File: src/adb_pkg.sv
// How it works
// - Filter B reaches 96 kHz at ratio 64
// - Filter C runs ratio 32 for 192 ksps
// - Filter C pass band near 0.11 rate
// - One 32-bit left/right pair per sample
// - Words rounded to interface word length
// - Modulator clock out on gpio or spi
// - Microphone bit from gpio, din or sclk
// - Left on rising, right on falling edge
// - Microphone mode per left, right, both
// - Microphone mode may bypass analog front
// - Phase delay byte at register 85
// - Right and left delays in modulator periods
// - Filter factors 0.25, 0.5 and 1
// - DC mode enables at 102 bits 7:6
// - DC result 24-bit, 2.22 format
// - Left result 104-106, right 107-109
// - Latch field at 103 copies result
// - Averaging length 1 to 20 at 100
// - Bit 5 clear selects averaging
// - Bit 5 set selects first-order IIR
// - Optional averaging clear every 2^R clocks
// - Filter type follows processing block select
package adb_pkg;
   // register indices; byte address is four times the index
   localparam logic [6:0] IDX_GPIO_FN = 7'h33;
   localparam logic [6:0] IDX_SPI_FN = 7'h37;
   localparam logic [6:0] IDX_PHASE = 7'h55;
   localparam logic [6:0] IDX_DC_LEN = 7'h64;
   localparam logic [6:0] IDX_DC_CTL = 7'h66;
   localparam logic [6:0] IDX_DC_LAT = 7'h67;
   localparam logic [6:0] IDX_DCL_H = 7'h68;
   localparam logic [6:0] IDX_DCL_M = 7'h69;
   localparam logic [6:0] IDX_DCL_L = 7'h6A;
   localparam logic [6:0] IDX_DCR_H = 7'h6B;
   localparam logic [6:0] IDX_DCR_M = 7'h6C;
   localparam logic [6:0] IDX_DCR_L = 7'h6D;
   localparam logic [6:0] IDX_CFG = 7'h20;
   localparam logic [6:0] IDX_STAT = 7'h21;
   localparam int IDX_LSB = 2;
   localparam int IDX_MSB = 8;
   // field positions
   localparam int GPIO_FN_LSB = 2;
   localparam int SPI_FN_LSB = 1;
   localparam logic [3:0] GPIO_FN_MODCLK = 4'hA;
   localparam logic [3:0] SPI_FN_MODCLK = 4'h6;
   localparam int DC_EN_L = 7;
   localparam int DC_EN_R = 6;
   localparam int DC_METH = 5;
   localparam int LAT_L = 7;
   localparam int LAT_R = 6;
   localparam int PRST_EN = 5;
   localparam int CFG_PRB_LSB = 0;
   localparam int CFG_ADC_OVERSAMPLING_RATIO_LSB = 8;
   localparam int CFG_DMIC_L = 16;
   localparam int CFG_DMIC_R = 17;
   localparam int CFG_DSEL_LSB = 18;
   localparam int CFG_BYP_L = 20;
   localparam int CFG_BYP_R = 21;
   localparam int CFG_WL_LSB = 24;
   localparam logic [31:0] CFG_RST = 32'h0000_8001;
   localparam int RES_HI = 16;
   localparam int RES_MID = 8;
   // input selection and processing
   localparam logic [1:0] DSEL_DIN = 2'h1;
   localparam logic [1:0] DSEL_SCLK = 2'h2;
   localparam logic [4:0] PRB_B_FIRST = 5'h07;
   localparam logic [4:0] PRB_C_FIRST = 5'h0D;
   localparam logic [7:0] ADC_OVERSAMPLING_RATIO_32 = 8'h20;
   localparam logic [7:0] ADC_OVERSAMPLING_RATIO_64 = 8'h40;
   localparam logic [7:0] ADC_OVERSAMPLING_RATIO_128 = 8'h80;
   localparam logic [4:0] WORD_TOP = 5'h1E;
   localparam logic [1:0] WL_16 = 2'h0;
   localparam logic [1:0] WL_20 = 2'h1;
   localparam logic [1:0] WL_24 = 2'h2;
   localparam logic [4:0] DROP_16 = 5'h10;
   localparam logic [4:0] DROP_20 = 5'h0C;
   localparam logic [4:0] DROP_24 = 5'h08;
   localparam logic [6:0] DLY_LAST = 7'h7F;
   localparam logic [4:0] DC_LEN_MIN = 5'h01;
   localparam logic [4:0] DC_LEN_MAX = 5'h14;
   localparam logic [4:0] DC_FRAC = 5'h16;
   localparam logic signed [23:0] DC_POS = 24'sh40_0000;
   localparam logic signed [23:0] DC_NEG = 24'shC0_0000;
   // synchroniser lanes
   localparam int NSYNC = 6;
   localparam int SI_MOD = 0;
   localparam int SI_GPIO = 1;
   localparam int SI_DIN = 2;
   localparam int SI_SCLK = 3;
   localparam int SI_ANL = 4;
   localparam int SI_ANR = 5;
   typedef enum logic [1:0] {FILT_A, FILT_B, FILT_C} adb_filt_type;
endpackage

File: src/adb_top.sv
module adb_top (
   input wire logic clk,
   input wire logic arst_n,
   input wire logic hsel,
   input wire logic [31:0] haddr,
   input wire logic [1:0] htrans,
   input wire logic hwrite,
   input wire logic [2:0] hsize,
   input wire logic [31:0] hwdata,
   input wire logic hready,
   output logic hreadyout,
   output logic [31:0] hrdata,
   output logic hresp,
   input wire logic mod_clk_in,
   input wire logic ana_bit_l,
   input wire logic ana_bit_r,
   input wire logic gpio_in,
   input wire logic din_in,
   input wire logic sclk_in,
   output logic gpio_out,
   output logic gpio_oe_n,
   output logic spi_miso_out,
   output logic spi_miso_oe_n,
   output logic [31:0] asi_left,
   output logic [31:0] asi_right,
   output logic asi_valid,
   output logic ana_pd_l,
   output logic ana_pd_r
);
   import adb_pkg::*;

   function automatic logic [3:0] adb_lg2(input logic [7:0] v);
      logic [3:0] r;
      r = 4'h8;
      for (int i = 0; i < 8; i++) begin
         if (v[i]) r = 4'(i);
      end
      return r;
   endfunction

   function automatic logic [31:0] adb_round(input logic [31:0] w,
                                             input logic [1:0] wl);
      logic [4:0] drop;
      logic [31:0] m;
      logic [32:0] s;
      drop = (wl == WL_16) ? DROP_16 : (wl == WL_20) ? DROP_20 :
             (wl == WL_24) ? DROP_24 : 5'h00;
      m = 32'hFFFF_FFFF << drop;
      s = {w[31], w} + ((33'h0_0000_0001 << drop) >> 1);
      if (drop == 5'h00) adb_round = w;
      else if (!w[31] && s[31]) adb_round = 32'h7FFF_FFFF & m;
      else adb_round = s[31:0] & m;
   endfunction

   // bus slave: one wait state on reads so a read right
   // after a write sees the new value
   logic rd_pend_q, wr_pend_q, hit_q, hready_q, hresp_q;
   logic [6:0] idx_q;
   logic [31:0] hrdata_q, rdata;
   logic [3:0] gpio_fn_q, spi_fn_q;
   logic [7:0] phase_q, dc_lat_q;
   logic [4:0] dc_len_q;
   logic [2:0] dc_ctl_q;
   logic [31:0] cfg_q;

   wire take = hsel & htrans[1] & hready;
   wire a_hit = (haddr[31:IDX_MSB+1] == '0);
   wire wr_go = wr_pend_q & hit_q;
   wire wr_gpio = wr_go & (idx_q == IDX_GPIO_FN);
   wire wr_spi = wr_go & (idx_q == IDX_SPI_FN);
   wire wr_ph = wr_go & (idx_q == IDX_PHASE);
   wire wr_len = wr_go & (idx_q == IDX_DC_LEN);
   wire wr_ctl = wr_go & (idx_q == IDX_DC_CTL);
   wire wr_lat = wr_go & (idx_q == IDX_DC_LAT);
   wire wr_cfg = wr_go & (idx_q == IDX_CFG);
   wire [1:0] lat_ev = {wr_lat & hwdata[LAT_R], wr_lat & hwdata[LAT_L]};

   always_ff @(posedge clk or negedge arst_n) begin
      if (!arst_n) begin
         rd_pend_q <= 1'b0;
         wr_pend_q <= 1'b0;
         hit_q <= 1'b0;
         idx_q <= '0;
         hready_q <= 1'b1;
         hresp_q <= 1'b0;
         hrdata_q <= '0;
      end else begin
         rd_pend_q <= take & ~hwrite;
         wr_pend_q <= take & hwrite;
         hready_q <= ~(take & ~hwrite);
         hresp_q <= 1'b0;
         if (take) begin
            idx_q <= haddr[IDX_MSB:IDX_LSB];
            hit_q <= a_hit;
         end
         if (rd_pend_q) hrdata_q <= rdata;
      end
   end

   always_ff @(posedge clk or negedge arst_n) begin
      if (!arst_n) begin
         gpio_fn_q <= '0;
         spi_fn_q <= '0;
         phase_q <= '0;
         dc_len_q <= DC_LEN_MIN;
         dc_ctl_q <= '0;
         dc_lat_q <= '0;
         cfg_q <= CFG_RST;
      end else begin
         if (wr_gpio) gpio_fn_q <= hwdata[GPIO_FN_LSB +: 4];
         if (wr_spi) spi_fn_q <= hwdata[SPI_FN_LSB +: 4];
         if (wr_ph) phase_q <= hwdata[7:0];
         if (wr_len) dc_len_q <= hwdata[4:0];
         if (wr_ctl) dc_ctl_q <= hwdata[DC_EN_L:DC_METH];
         if (wr_lat) dc_lat_q <= hwdata[7:0];
         if (wr_cfg) cfg_q <= hwdata;
      end
   end

   wire [7:0] adc_oversampling_ratio = cfg_q[CFG_ADC_OVERSAMPLING_RATIO_LSB +: 8];
   wire [4:0] processing_block_select = cfg_q[CFG_PRB_LSB +: 5];
   wire [1:0] wl = cfg_q[CFG_WL_LSB +: 2];
   wire [1:0] dsel = cfg_q[CFG_DSEL_LSB +: 2];
   wire dmic_l = cfg_q[CFG_DMIC_L];
   wire dmic_r = cfg_q[CFG_DMIC_R];
   // no filter-type field: the processing block implies it
   adb_filt_type filt;
   assign filt = (processing_block_select >= PRB_C_FIRST) ? FILT_C :
                 (processing_block_select >= PRB_B_FIRST) ? FILT_B : FILT_A;
   // ratio check only reported; the host owns the setting
   wire cfg_ok = (filt == FILT_A && (adc_oversampling_ratio == ADC_OVERSAMPLING_RATIO_64 || adc_oversampling_ratio == ADC_OVERSAMPLING_RATIO_128))
              || (filt == FILT_B && adc_oversampling_ratio == ADC_OVERSAMPLING_RATIO_64)
              || (filt == FILT_C && adc_oversampling_ratio == ADC_OVERSAMPLING_RATIO_32);

   logic signed [23:0] rb_q [2];
   assign rdata = !hit_q ? '0 :
      (idx_q == IDX_GPIO_FN) ? 32'(gpio_fn_q) << GPIO_FN_LSB :
      (idx_q == IDX_SPI_FN) ? 32'(spi_fn_q) << SPI_FN_LSB :
      (idx_q == IDX_PHASE) ? 32'(phase_q) :
      (idx_q == IDX_DC_LEN) ? 32'(dc_len_q) :
      (idx_q == IDX_DC_CTL) ? 32'(dc_ctl_q) << DC_METH :
      (idx_q == IDX_DC_LAT) ? 32'(dc_lat_q) :
      (idx_q == IDX_DCL_H) ? 32'(rb_q[0][RES_HI +: 8]) :
      (idx_q == IDX_DCL_M) ? 32'(rb_q[0][RES_MID +: 8]) :
      (idx_q == IDX_DCL_L) ? 32'(rb_q[0][7:0]) :
      (idx_q == IDX_DCR_H) ? 32'(rb_q[1][RES_HI +: 8]) :
      (idx_q == IDX_DCR_M) ? 32'(rb_q[1][RES_MID +: 8]) :
      (idx_q == IDX_DCR_L) ? 32'(rb_q[1][7:0]) :
      (idx_q == IDX_CFG) ? cfg_q :
      (idx_q == IDX_STAT) ? 32'({cfg_ok, filt}) : '0;

   // pins: three stages, a change counts when stages two and three agree
   logic [NSYNC-1:0] s1_q, s2_q, s3_q, st_q;
   logic mod_prev_q, rise_q, fall_q;
   wire [NSYNC-1:0] raw = {ana_bit_r, ana_bit_l, sclk_in, din_in,
                           gpio_in, mod_clk_in};
   wire [NSYNC-1:0] agree = ~(s2_q ^ s3_q);
   wire [NSYNC-1:0] st_d = (agree & s3_q) | (~agree & st_q);
   wire rise = st_q[SI_MOD] & ~mod_prev_q;
   wire fall = ~st_q[SI_MOD] & mod_prev_q;

   always_ff @(posedge clk or negedge arst_n) begin
      if (!arst_n) begin
         s1_q <= '0;
         s2_q <= '0;
         s3_q <= '0;
         st_q <= '0;
         mod_prev_q <= 1'b0;
         rise_q <= 1'b0;
         fall_q <= 1'b0;
      end else begin
         s1_q <= raw;
         s2_q <= s1_q;
         s3_q <= s2_q;
         st_q <= st_d;
         mod_prev_q <= st_q[SI_MOD];
         rise_q <= rise;
         fall_q <= fall;
      end
   end

   // microphone input and source select
   wire dm_bit = (dsel == DSEL_DIN) ? st_q[SI_DIN] :
                 (dsel == DSEL_SCLK) ? st_q[SI_SCLK] : st_q[SI_GPIO];
   wire l_src = dmic_l ? dm_bit : st_q[SI_ANL];
   wire r_src = dmic_r ? dm_bit : st_q[SI_ANR];

   // delay line sits ahead of the decimator, at modulator rate
   logic lnow_q, lold_q;
   // bits of the cycle before the edge shows; clock and data share the
   // synchroniser, so the edge arrives with the bit already changed
   logic lsrc_prev_q, rsrc_prev_q;
   logic [DLY_LAST:0] rline_q;
   wire [3:0] kshift = (filt == FILT_A) ? 4'h2 :
                       (filt == FILT_B) ? 4'h1 : 4'h0;
   wire [9:0] dprod = 10'(phase_q[6:5]) * 10'(adc_oversampling_ratio);
   wire [9:0] dscl = dprod >> kshift;
   wire [10:0] tapw = 11'(dscl) + 11'(phase_q[4:0]);
   // depth saturates at the line length for odd ratio settings
   wire [6:0] tap = (tapw > 11'(DLY_LAST)) ? DLY_LAST : tapw[6:0];
   wire ldly = phase_q[7] ? lold_q : lnow_q;
   wire rdly = rline_q[tap];

   always_ff @(posedge clk or negedge arst_n) begin
      if (!arst_n) begin
         lnow_q <= 1'b0;
         lold_q <= 1'b0;
         rline_q <= '0;
         lsrc_prev_q <= 1'b0;
         rsrc_prev_q <= 1'b0;
      end else begin
         lsrc_prev_q <= l_src;
         rsrc_prev_q <= r_src;
         if (rise) begin
            lnow_q <= lsrc_prev_q;
            lold_q <= lnow_q;
         end
         if (fall) begin
            rline_q <= {rline_q[DLY_LAST-1:0], rsrc_prev_q};
         end
      end
   end

   // decimator: integrate and dump over one sample period
   logic [7:0] scnt_q;
   logic signed [9:0] lacc_q, racc_q;
   logic [31:0] asi_l_q, asi_r_q;
   logic asi_v_q, gpio_o_q, gpio_oe_q, spi_o_q, spi_oe_q, pdl_q, pdr_q;
   wire send = rise_q & (scnt_q == 8'(adc_oversampling_ratio - 8'h01));
   wire signed [9:0] lsum = lacc_q + (ldly ? 10'sh001 : 10'sh3FF);
   wire [4:0] sh = 5'(WORD_TOP - 5'(adb_lg2(adc_oversampling_ratio)));
   wire [31:0] lword = 32'($signed(lsum)) <<< sh;
   wire [31:0] rword = 32'($signed(racc_q)) <<< sh;

   always_ff @(posedge clk or negedge arst_n) begin
      if (!arst_n) begin
         scnt_q <= '0;
         lacc_q <= '0;
         racc_q <= '0;
         asi_l_q <= '0;
         asi_r_q <= '0;
         asi_v_q <= 1'b0;
      end else begin
         if (rise_q) begin
            scnt_q <= send ? '0 : scnt_q + 8'h01;
            lacc_q <= send ? '0 : lsum;
         end
         if (send) racc_q <= '0;
         else if (fall_q) racc_q <= racc_q + (rdly ? 10'sh001 : 10'sh3FF);
         asi_v_q <= send;
         if (send) begin
            asi_l_q <= adb_round(lword, wl);
            asi_r_q <= adb_round(rword, wl);
         end
      end
   end

   // pins driven out and analog power-down requests
   always_ff @(posedge clk or negedge arst_n) begin
      if (!arst_n) begin
         gpio_o_q <= 1'b0;
         gpio_oe_q <= 1'b1;
         spi_o_q <= 1'b0;
         spi_oe_q <= 1'b1;
         pdl_q <= 1'b0;
         pdr_q <= 1'b0;
      end else begin
         gpio_oe_q <= (gpio_fn_q != GPIO_FN_MODCLK);
         spi_oe_q <= (spi_fn_q != SPI_FN_MODCLK);
         gpio_o_q <= (gpio_fn_q == GPIO_FN_MODCLK) & st_q[SI_MOD];
         spi_o_q <= (spi_fn_q == SPI_FN_MODCLK) & st_q[SI_MOD];
         pdl_q <= dmic_l & cfg_q[CFG_BYP_L];
         pdr_q <= dmic_r & cfg_q[CFG_BYP_R];
      end
   end

   // dc measurement, channel 0 left on rising edges, 1 right on falling
   logic [31:0] prd_q;
   wire [4:0] rexp = dc_lat_q[4:0];
   wire prd_hit = dc_lat_q[PRST_EN] & rise_q
                  & (prd_q == ((32'h1 << rexp) - 32'h1));
   wire [4:0] dlen = (dc_len_q < DC_LEN_MIN) ? DC_LEN_MIN :
                     (dc_len_q > DC_LEN_MAX) ? DC_LEN_MAX : dc_len_q;
   wire [20:0] lenm = 21'((22'h1 << dlen) - 22'h1);
   wire [4:0] ashift = 5'(DC_FRAC - dlen);

   always_ff @(posedge clk or negedge arst_n) begin
      if (!arst_n) prd_q <= '0;
      else if (!dc_lat_q[PRST_EN] || prd_hit) prd_q <= '0;
      else if (rise_q) prd_q <= prd_q + 32'h1;
   end

   logic signed [21:0] aacc_q [2];
   logic [20:0] acnt_q [2];
   logic signed [23:0] iir_q [2];
   logic signed [23:0] live_q [2];
   for (genvar ch = 0; ch < 2; ch++) begin : g_dc
      wire tick = (ch == 0) ? rise_q : fall_q;
      wire b = (ch == 0) ? ldly : rdly;
      wire en = dc_ctl_q[DC_EN_L - DC_METH - ch];
      wire signed [21:0] an = aacc_q[ch] + (b ? 22'sh1 : -22'sh1);
      wire signed [23:0] x = b ? DC_POS : DC_NEG;
      wire signed [24:0] df = 25'(x) - 25'(iir_q[ch]);
      wire signed [24:0] dstep = df >>> dlen;
      wire signed [23:0] inx = iir_q[ch] + 24'(dstep);
      always_ff @(posedge clk or negedge arst_n) begin
         if (!arst_n) begin
            aacc_q[ch] <= '0;
            acnt_q[ch] <= '0;
            iir_q[ch] <= '0;
            live_q[ch] <= '0;
            rb_q[ch] <= '0;
         end else begin
            if (!en || prd_hit) begin
               aacc_q[ch] <= '0;
               acnt_q[ch] <= '0;
               if (!en) iir_q[ch] <= '0;
            end else if (tick && dc_ctl_q[0]) begin
               iir_q[ch] <= inx;
               live_q[ch] <= inx;
            end else if (tick) begin
               if (acnt_q[ch] == lenm) begin
                  live_q[ch] <= 24'(an) <<< ashift;
                  aacc_q[ch] <= '0;
                  acnt_q[ch] <= '0;
               end else begin
                  aacc_q[ch] <= an;
                  acnt_q[ch] <= acnt_q[ch] + 21'h1;
               end
            end
            // readback only moves on a latch request
            if (lat_ev[ch]) rb_q[ch] <= live_q[ch];
         end
      end
   end

   assign hreadyout = hready_q;
   assign hrdata = hrdata_q;
   assign hresp = hresp_q;
   assign gpio_out = gpio_o_q;
   assign gpio_oe_n = gpio_oe_q;
   assign spi_miso_out = spi_o_q;
   assign spi_miso_oe_n = spi_oe_q;
   assign asi_left = asi_l_q;
   assign asi_right = asi_r_q;
   assign asi_valid = asi_v_q;
   assign ana_pd_l = pdl_q;
   assign ana_pd_r = pdr_q;
endmodule

File: config.mk
export PLATFORM = sky130hd
export DESIGN_NAME = adb_top
export DESIGN_NICKNAME = d
export VERILOG_FILES = /design/src/adb_pkg.sv /design/src/adb_top.sv
export SDC_FILE = /design/constraint.sdc
export NUM_CORES = 2
export LEC_CHECK = 0
export ABC_AREA = 1
export BUFFER_PORTS_ARGS = -buffer_cell sky130_fd_sc_hd__buf_2
export CAP_MARGIN = 15
export CORE_MARGIN = 1.5
export CORE_UTILIZATION = 50
export DETAILED_ROUTE_END_ITERATION = 6
export PLACE_DENSITY_LB_ADDON = 0.25
export SKIP_LAST_GASP = 1
export SLEW_MARGIN = 20
export SYNTH_ARGS = -nofsm -noshare
export SYNTH_HDL_FRONTEND = slang
export SYNTH_SLANG_ARGS = --single-unit
File: constraint.sdc
create_clock -name clk -period 26.8 [get_ports clk]
set_input_delay 5.36 -clock clk [delete_from_list [all_inputs] [get_ports clk]]
set_output_delay 5.36 -clock clk [all_outputs]
set_load 0.03 [all_outputs]
; ---- After elaboration in Yosys (flattened, before gate mapping)
; Index checks and enable logic that the tools add are counted.
; W data, S select, Z words.
[classes]
addsub = 20
n_mul = 1
magnitude_cmp = 6
eq_ne = 35
shifts = 11
muxes = 84
bitwise = 37
n_reduce_logical = 38
[ops]
columns = operator, n
row1 = $mux W32, 20
row2 = $mux W24, 14
row3 = $mux W22, 10
row4 = $mux W21, 8
row5 = $eq A7 B7 Y1 const B, 10
row6 = $add A32 B32 Y32, 2
row7 = $and A32 B32 Y32, 2
row8 = $sshl A10 B5 Y32, 2
row9 = $mux W10, 5
row10 = $sshr A25 B5 Y24, 2
row11 = $sub A24 B24 Y25, 2
row12 = $add A24 B24 Y24, 2
row13 = $sshl A22 B5 Y24, 2
row14 = $add A22 B22 Y22, 2
row15 = $add A21 B1 Y21 const B, 2
row16 = $eq A21 B21 Y1, 2
row17 = $mux W4, 10
row18 = $shl A1 B5 Y33 const A, 1
row19 = $add A32 B1 Y32 const B, 1
row20 = $eq A32 B32 Y1, 1
row21 = $shl A1 B5 Y32 const A, 1
row22 = $shl A32 B5 Y32 const A, 1
row23 = $sub A32 B1 Y32 const B, 1
row24 = $eq A7 B6 Y1 const B, 4
row25 = other kinds (49), 125
[totals]
ff_bits = 627
in_bits = 80
output_inout_bits = 105
word_cells = 280

; ---- Depth between registers and ports, before layout
[depth]
word_depth = 22
ltp_mapped = 68
mapped_depth_nobuf = 66

; ---- Least setup slack after synthesis
; OpenSTA, ideal clock, no wires.
[synth_timing]
path_kind = flip-flop to flip-flop
startpoint = register phase_q[5]
endpoint = register live_q[22] (netlist name)
setup_time_ns = 0.117
arrival_ns = 8.600
t_required_ns = 26.683
slack_ns = 18.083
path_stages_with_launch = 62
path_buffers = 2
period_less_slack_ns = 8.717
cell_sequence = dfrtp_1 clkbuf_1 nand2_1 inv_1 ha_1 fa_1 inv_1 a221oi_1 ha_1 inv_1 fa_1 nor2_1 nor2_1 o21bai_1 a21oi_1 nand3_1 nand2_2 nand3_1 [26 not listed] inv_1 o21ai_0 nand3_1 nand2_1 a31oi_1 inv_1 nand2_1 inv_1 o21ai_0 nand2_1 nand2_1 o211ai_1 a21boi_0 o21ai_0 xnor2_1 nand2_1 nand3_1 nand2_1
[synth_between]
elab_chain_cells = 13
word_cells_on_any_way = 17
classes_between = add/sub: 4 / mul: 1 / order compare: 1 / shift: 3 / mux: 8
[synth_rtl]
columns = item, line
row1 = start: declaration, adb_top.sv:61  ; logic [7:0] phase_q, dc_lat_q;
row2 = start signal: assignment, adb_top.sv:112  ; if (wr_ph) phase_q <= hwdata[7:0];
row3 = $mul A2 B8 Y10 *, adb_top.sv:196  ; wire [9:0] dprod = 10'(phase_q[6:5]) * 10'(adc_oversampling_ratio);
row4 = $shr A10 B2 Y10 *, adb_top.sv:197  ; wire [9:0] dscl = dprod >> kshift;
row5 = $add A10 B5 Y11 *, adb_top.sv:198  ; wire [10:0] tapw = 11'(dscl) + 11'(phase_q[4:0]);
row6 = $gt A11 B7 Y1, adb_top.sv:200  ; wire [6:0] tap = (tapw > 11'(DLY_LAST)) ? DLY_LAST : tapw[6:0];
row7 = $mux W7 *, adb_top.sv:200
row8 = $bmux W1 S7 *, adb_top.sv:202  ; wire rdly = rline_q[tap];
row9 = $mux W1 (implied by the code) *, adb_top.sv:202
row10 = "parallel branches: the longest is 5 deep, another holds $sub A24 B24 Y25", n/a
row11 = $mux W24 *, adb_top.sv:318  ; end else if (tick && dc_ctl_q[0]) begin
row12 = end signal: indexed assignment, adb_top.sv:320  ; live_q[ch] <= inx;
row13 = end signal: indexed assignment, adb_top.sv:323  ; live_q[ch] <= 24'(an) <<< ashift;
row14 = end: declaration, adb_top.sv:296  ; logic signed [23:0] live_q [2];
; Every way passes the cells marked *. The select of a mux whose other input is x is not followed.
; A chain may end at the register's enable or synchronous reset.

; ---- Worst setup path in the final report
; Same ends and word-level chain as after synthesis.

==> run summary <==
Initial Utilization -> 50.5%
Remaining DRCs -> 0
VDD IR-drop max -> 0.0000491 V
Max transition margin -> 23.3%
Beginning of the worst hold path -> s1_q[1]
FF/Latch Area -> 15700 um2
Clk pwr share -> 26.6%
Tmin final -> 11830 ps
Crit Path Category -> flip-flop to flip-flop
Status -> finished, final reports clean
R2R Path Start -> phase_q[5]
Post-place setup slack -> 15180 ps
Clock Latency Late Sink -> 650 ps
Internal power -> 2290 uW
Placer Congestion -> 0.931
Final HPWL DP -> 83100 um
Leakage Power -> 0.0228 uW
Final setup fails -> 0
Port bufs -> 177
Fill count -> 7860
Vias -> 38242
CP Launch Type -> flip-flop
Initial antenna violation count -> 3
Flop2flop setup slack -> 14970 ps
Final Max Slew Viols -> 0
Avg Synthesized Cell Area -> 7.26 um2
# IOs -> 185
GRT Overall Usage -> 27.7%
Worst hold path type -> flip-flop to flip-flop
CTS root buf -> clkbuf_16
Area growth syn-to-layout -> 10.0%
Crit-path slowest cell -> dfrtp_1
Sw power -> 1660 uW
Post-CTS sizing -> 0
Worst path max stage delay -> 530 ps
Power density cells -> 86.8 nW/um2
Pre-antenna DRT Iters -> 6
Max Freq -> 84.5 MHz
Net Sw Frac -> 42.1%
# Post-CTS Setup Buffers -> 0
Htree depth -> 3
Post-synthesis sequential area ratio -> 37.9%
Core footprint -> 82000 um2
Crit-path most repeated cell -> o21ai_0
Max Cap Viol -> 0
Sequential Power Share -> 29.8%
Total grt overflow -> 0
Distinct cells, synth -> 73
Hold buffer count at cts -> 0
Vias per cell -> 5.54
Ys flop type -> dfrtp_1
Clock slew at reported path FFs -> 70 ps
Total routed wirelength -> 118000 um
Final Non-Filler Cells -> 6899
Die Wd -> 291 um
CTS tree -> built
Placed insts -> 6765
Final period util -> 44.2%
Post-synthesis async set-or-reset flop share -> 100%
Worst setup startpoint -> phase_q[5]
EDFF count, synth -> 0
CP arrival -> 12370 ps
CTS sink count -> 627
Final Hold Vio Count -> 0
CP endpoint kind -> flip-flop
Combinational Power Share -> 43.6%
Cell Area, Synth -> 41400 um2
Largest net degree at the start of global routing -> 151
Die Area -> 84600 um2
Slew of the pin with the lowest slew margin -> 1150 ps
Footprint of the multi-input gates -> 22100 um2
Setup TNS -> 0 ps
Worst clock skew -> 21.9 ps
Bufs on Longest Clock Path -> 3
First-pass GRT wire length -> 192000 um
Req. time, crit path -> 27330 ps
Die H -> 291 um
Post-DR wirelength/cell -> 17.1 um
RSZ-0062 raised after global routing -> no
Antenna Nets Post-Route -> 0
Flops & latches, synth -> 627
Final nets -> 6007
Rows -> 105
Yosys warning count -> 0
Max FO, Critical Path -> 27
Syn Inst Count -> 5705
Vias in the first global route -> 35855
Final core occ -> 55.6%
CTS buffer count -> 73
Final WS setup -> 14970 ps
Initial DRC Count -> 3281
Share of layout cells above drive strength 1 -> 8.77%
==> registers in the layout, indices dropped and copies added (netlist names), 5 cells and up, named ones only <==
signal	cells
s3_q	6
dc_lat_q	8
phase_q	8
scnt_q	8
acnt_q	42
rb_q	48
aacc_q	44
dc_len_q	5
iir_q	48
live_q	48
asi_left	32
s1_q	6
racc_q	10
cfg_q	32
lacc_q	10
prd_q	32
asi_right	32
rline_q	128
hrdata	32
idx_q	7
s2_q	6
==> power by group through the flow <==
| stage | combinational (uW) | sequential (uW) | clock [uW] |
|---|---|---|---|
| floorplan | 1230 | 1200 | 0 |
| finish | 1720 | 1180 | 1050 |
| CTS | 1710 | 1180 | 1070 |
| global route | 1940 | 1200 | 1100 |
| detailed placement | 1700 | 1190 | 0 |
| global placement | 1670 | 1190 | 0 |
==> critical path, delay by kind of cell (launching register included) <==
| kind | cells | cell delay (ps) |
|---|---|---|
| AND/OR/NAND/NOR | 28 | 4710 |
| AO/OA/AOI/OAI | 17 | 2930 |
| adder cells (fa/ha/maj) | 5 | 1720 |
| buffers and inverters | 12 | 1360 |
| flip-flops | 1 | 530 |
| XOR/XNOR | 2 | 430 |
==> per-stage QoR <==
| stage | hold WS (ps) | power [uW] | instance area [um2] |
|---|---|---|---|
| global placement | 334 | 2860 | 43000 |
| detailed placement | 336 | 2890 | 43000 |
| finish | 336 | 3950 | 45600 |
| global route | 350 | 4240 | 45600 |
| CTS | 337 | 3950 | 45500 |
| floorplan | 331 | 2430 | 41400 |
==> placed cells by master (no fill, tap or decap), drive strengths merged, types with 8 or more instances in the layout <==
cell type and instances:
o211ai 48, nand2 1535, o2111ai 12, buf 224, o21ai 534, mux2 42, inv 691, or2 27
xor2 196, nor2 457, clkbuf 101, clkinv 22, fa 8, o22ai 126, dfrtp 621, a221oi 16
ha 149, a22oi 9, nand3 367, a21oi 215, nor4 34, nand4 64, o32ai 17, xnor2 66
a31oi 43, nor3 76, mux2i 32
==> final cells by class <==
class	instances	share of cell area, %
diodes	3	0.0165
clock inverters	30	0.884
inverters	693	5.71
flip-flops and latches	627	34.5
well taps	1070	2.94
clock buffers	101	4.62
multi-input cells	4151	48.6
repair buffers	224	2.77
==> path summary, 6_finish.rpt <==
path,end,cells past startpoint
setup / recovery,live_q[22],64
hold / removal,s2_q[1],0
setup reg to reg,live_q[22],64
hold reg to reg,s2_q[1],0
max in group asynchronous,acnt_q[19],4
min in group asynchronous,s2_q[5],1
==> Yosys cell counts, types with 6 or more instances <==
cell / count / share of area, %
clkbuf_1: 158 / 1.4
nor3_2: 7 / 0.17
mux2_2: 42 / 1.1
or2_2: 25 / 0.38
fa_1: 8 / 0.39
o2111ai_1: 12 / 0.25
o21ai_1: 35 / 0.42
o221ai_1: 7 / 0.15
o22ai_1: 126 / 1.9
o21a_1: 6 / 0.11
buf_1: 28 / 0.25
a21oi_1: 213 / 2.6
o31ai_1: 6 / 0.11
nand2_2: 10 / 0.15
nor2_1: 440 / 4.0
nand2_1: 1523 / 14
a22oi_1: 9 / 0.16
inv_2: 28 / 0.25
o32ai_1: 17 / 0.36
maj3_1: 6 / 0.15
nor2_2: 12 / 0.18
nor3_1: 69 / 0.83
a221oi_1: 16 / 0.34
xnor2_1: 66 / 1.4
o211ai_1: 48 / 0.87
inv_1: 660 / 6.0
buf_6: 10 / 0.27
nand3b_1: 6 / 0.11
a31oi_1: 43 / 0.65
mux2i_1: 32 / 0.77
dfstp_2: 6 / 0.38
nand3_1: 365 / 4.4
buf_4: 8 / 0.15
xor2_1: 196 / 4.1
nand4_1: 63 / 0.95
buf_2: 34 / 0.41
nor4_1: 31 / 0.47
o21ai_0: 495 / 6.0
dfrtp_1: 621 / 38
ha_1: 149 / 4.5
==> metal layers <==
layer	GRT usage (%)	vias to the layer above	part of all wire [%]	wire length [um]
met3	3.79	207	6.5	7590
met1	39.8	17978	46	54400
met5	0	-	0	0
met2	43.0	1199	44	52100
li1	-	18858	-	-
met4	9.12	0	3.0	3500
==> cell families (layout without fill, tap and decap cells) <==
kind of cell / Yosys count / count (layout) / share of synthesized area [%]
flops: 627 / 627 / 37.9
compound gates: 1064 / 1064 / 14.5
fa+ha+maj: 163 / 163 / 5.03
mux: 74 / 74 / 1.92
xor+xnor: 262 / 262 / 5.54
other cells: 1 / 10 / 0.00906
simple gates: 2581 / 2581 / 26.2
buf+inv: 933 / 1048 / 8.86
No activity file was read; power rests on OpenSTA's default activity.
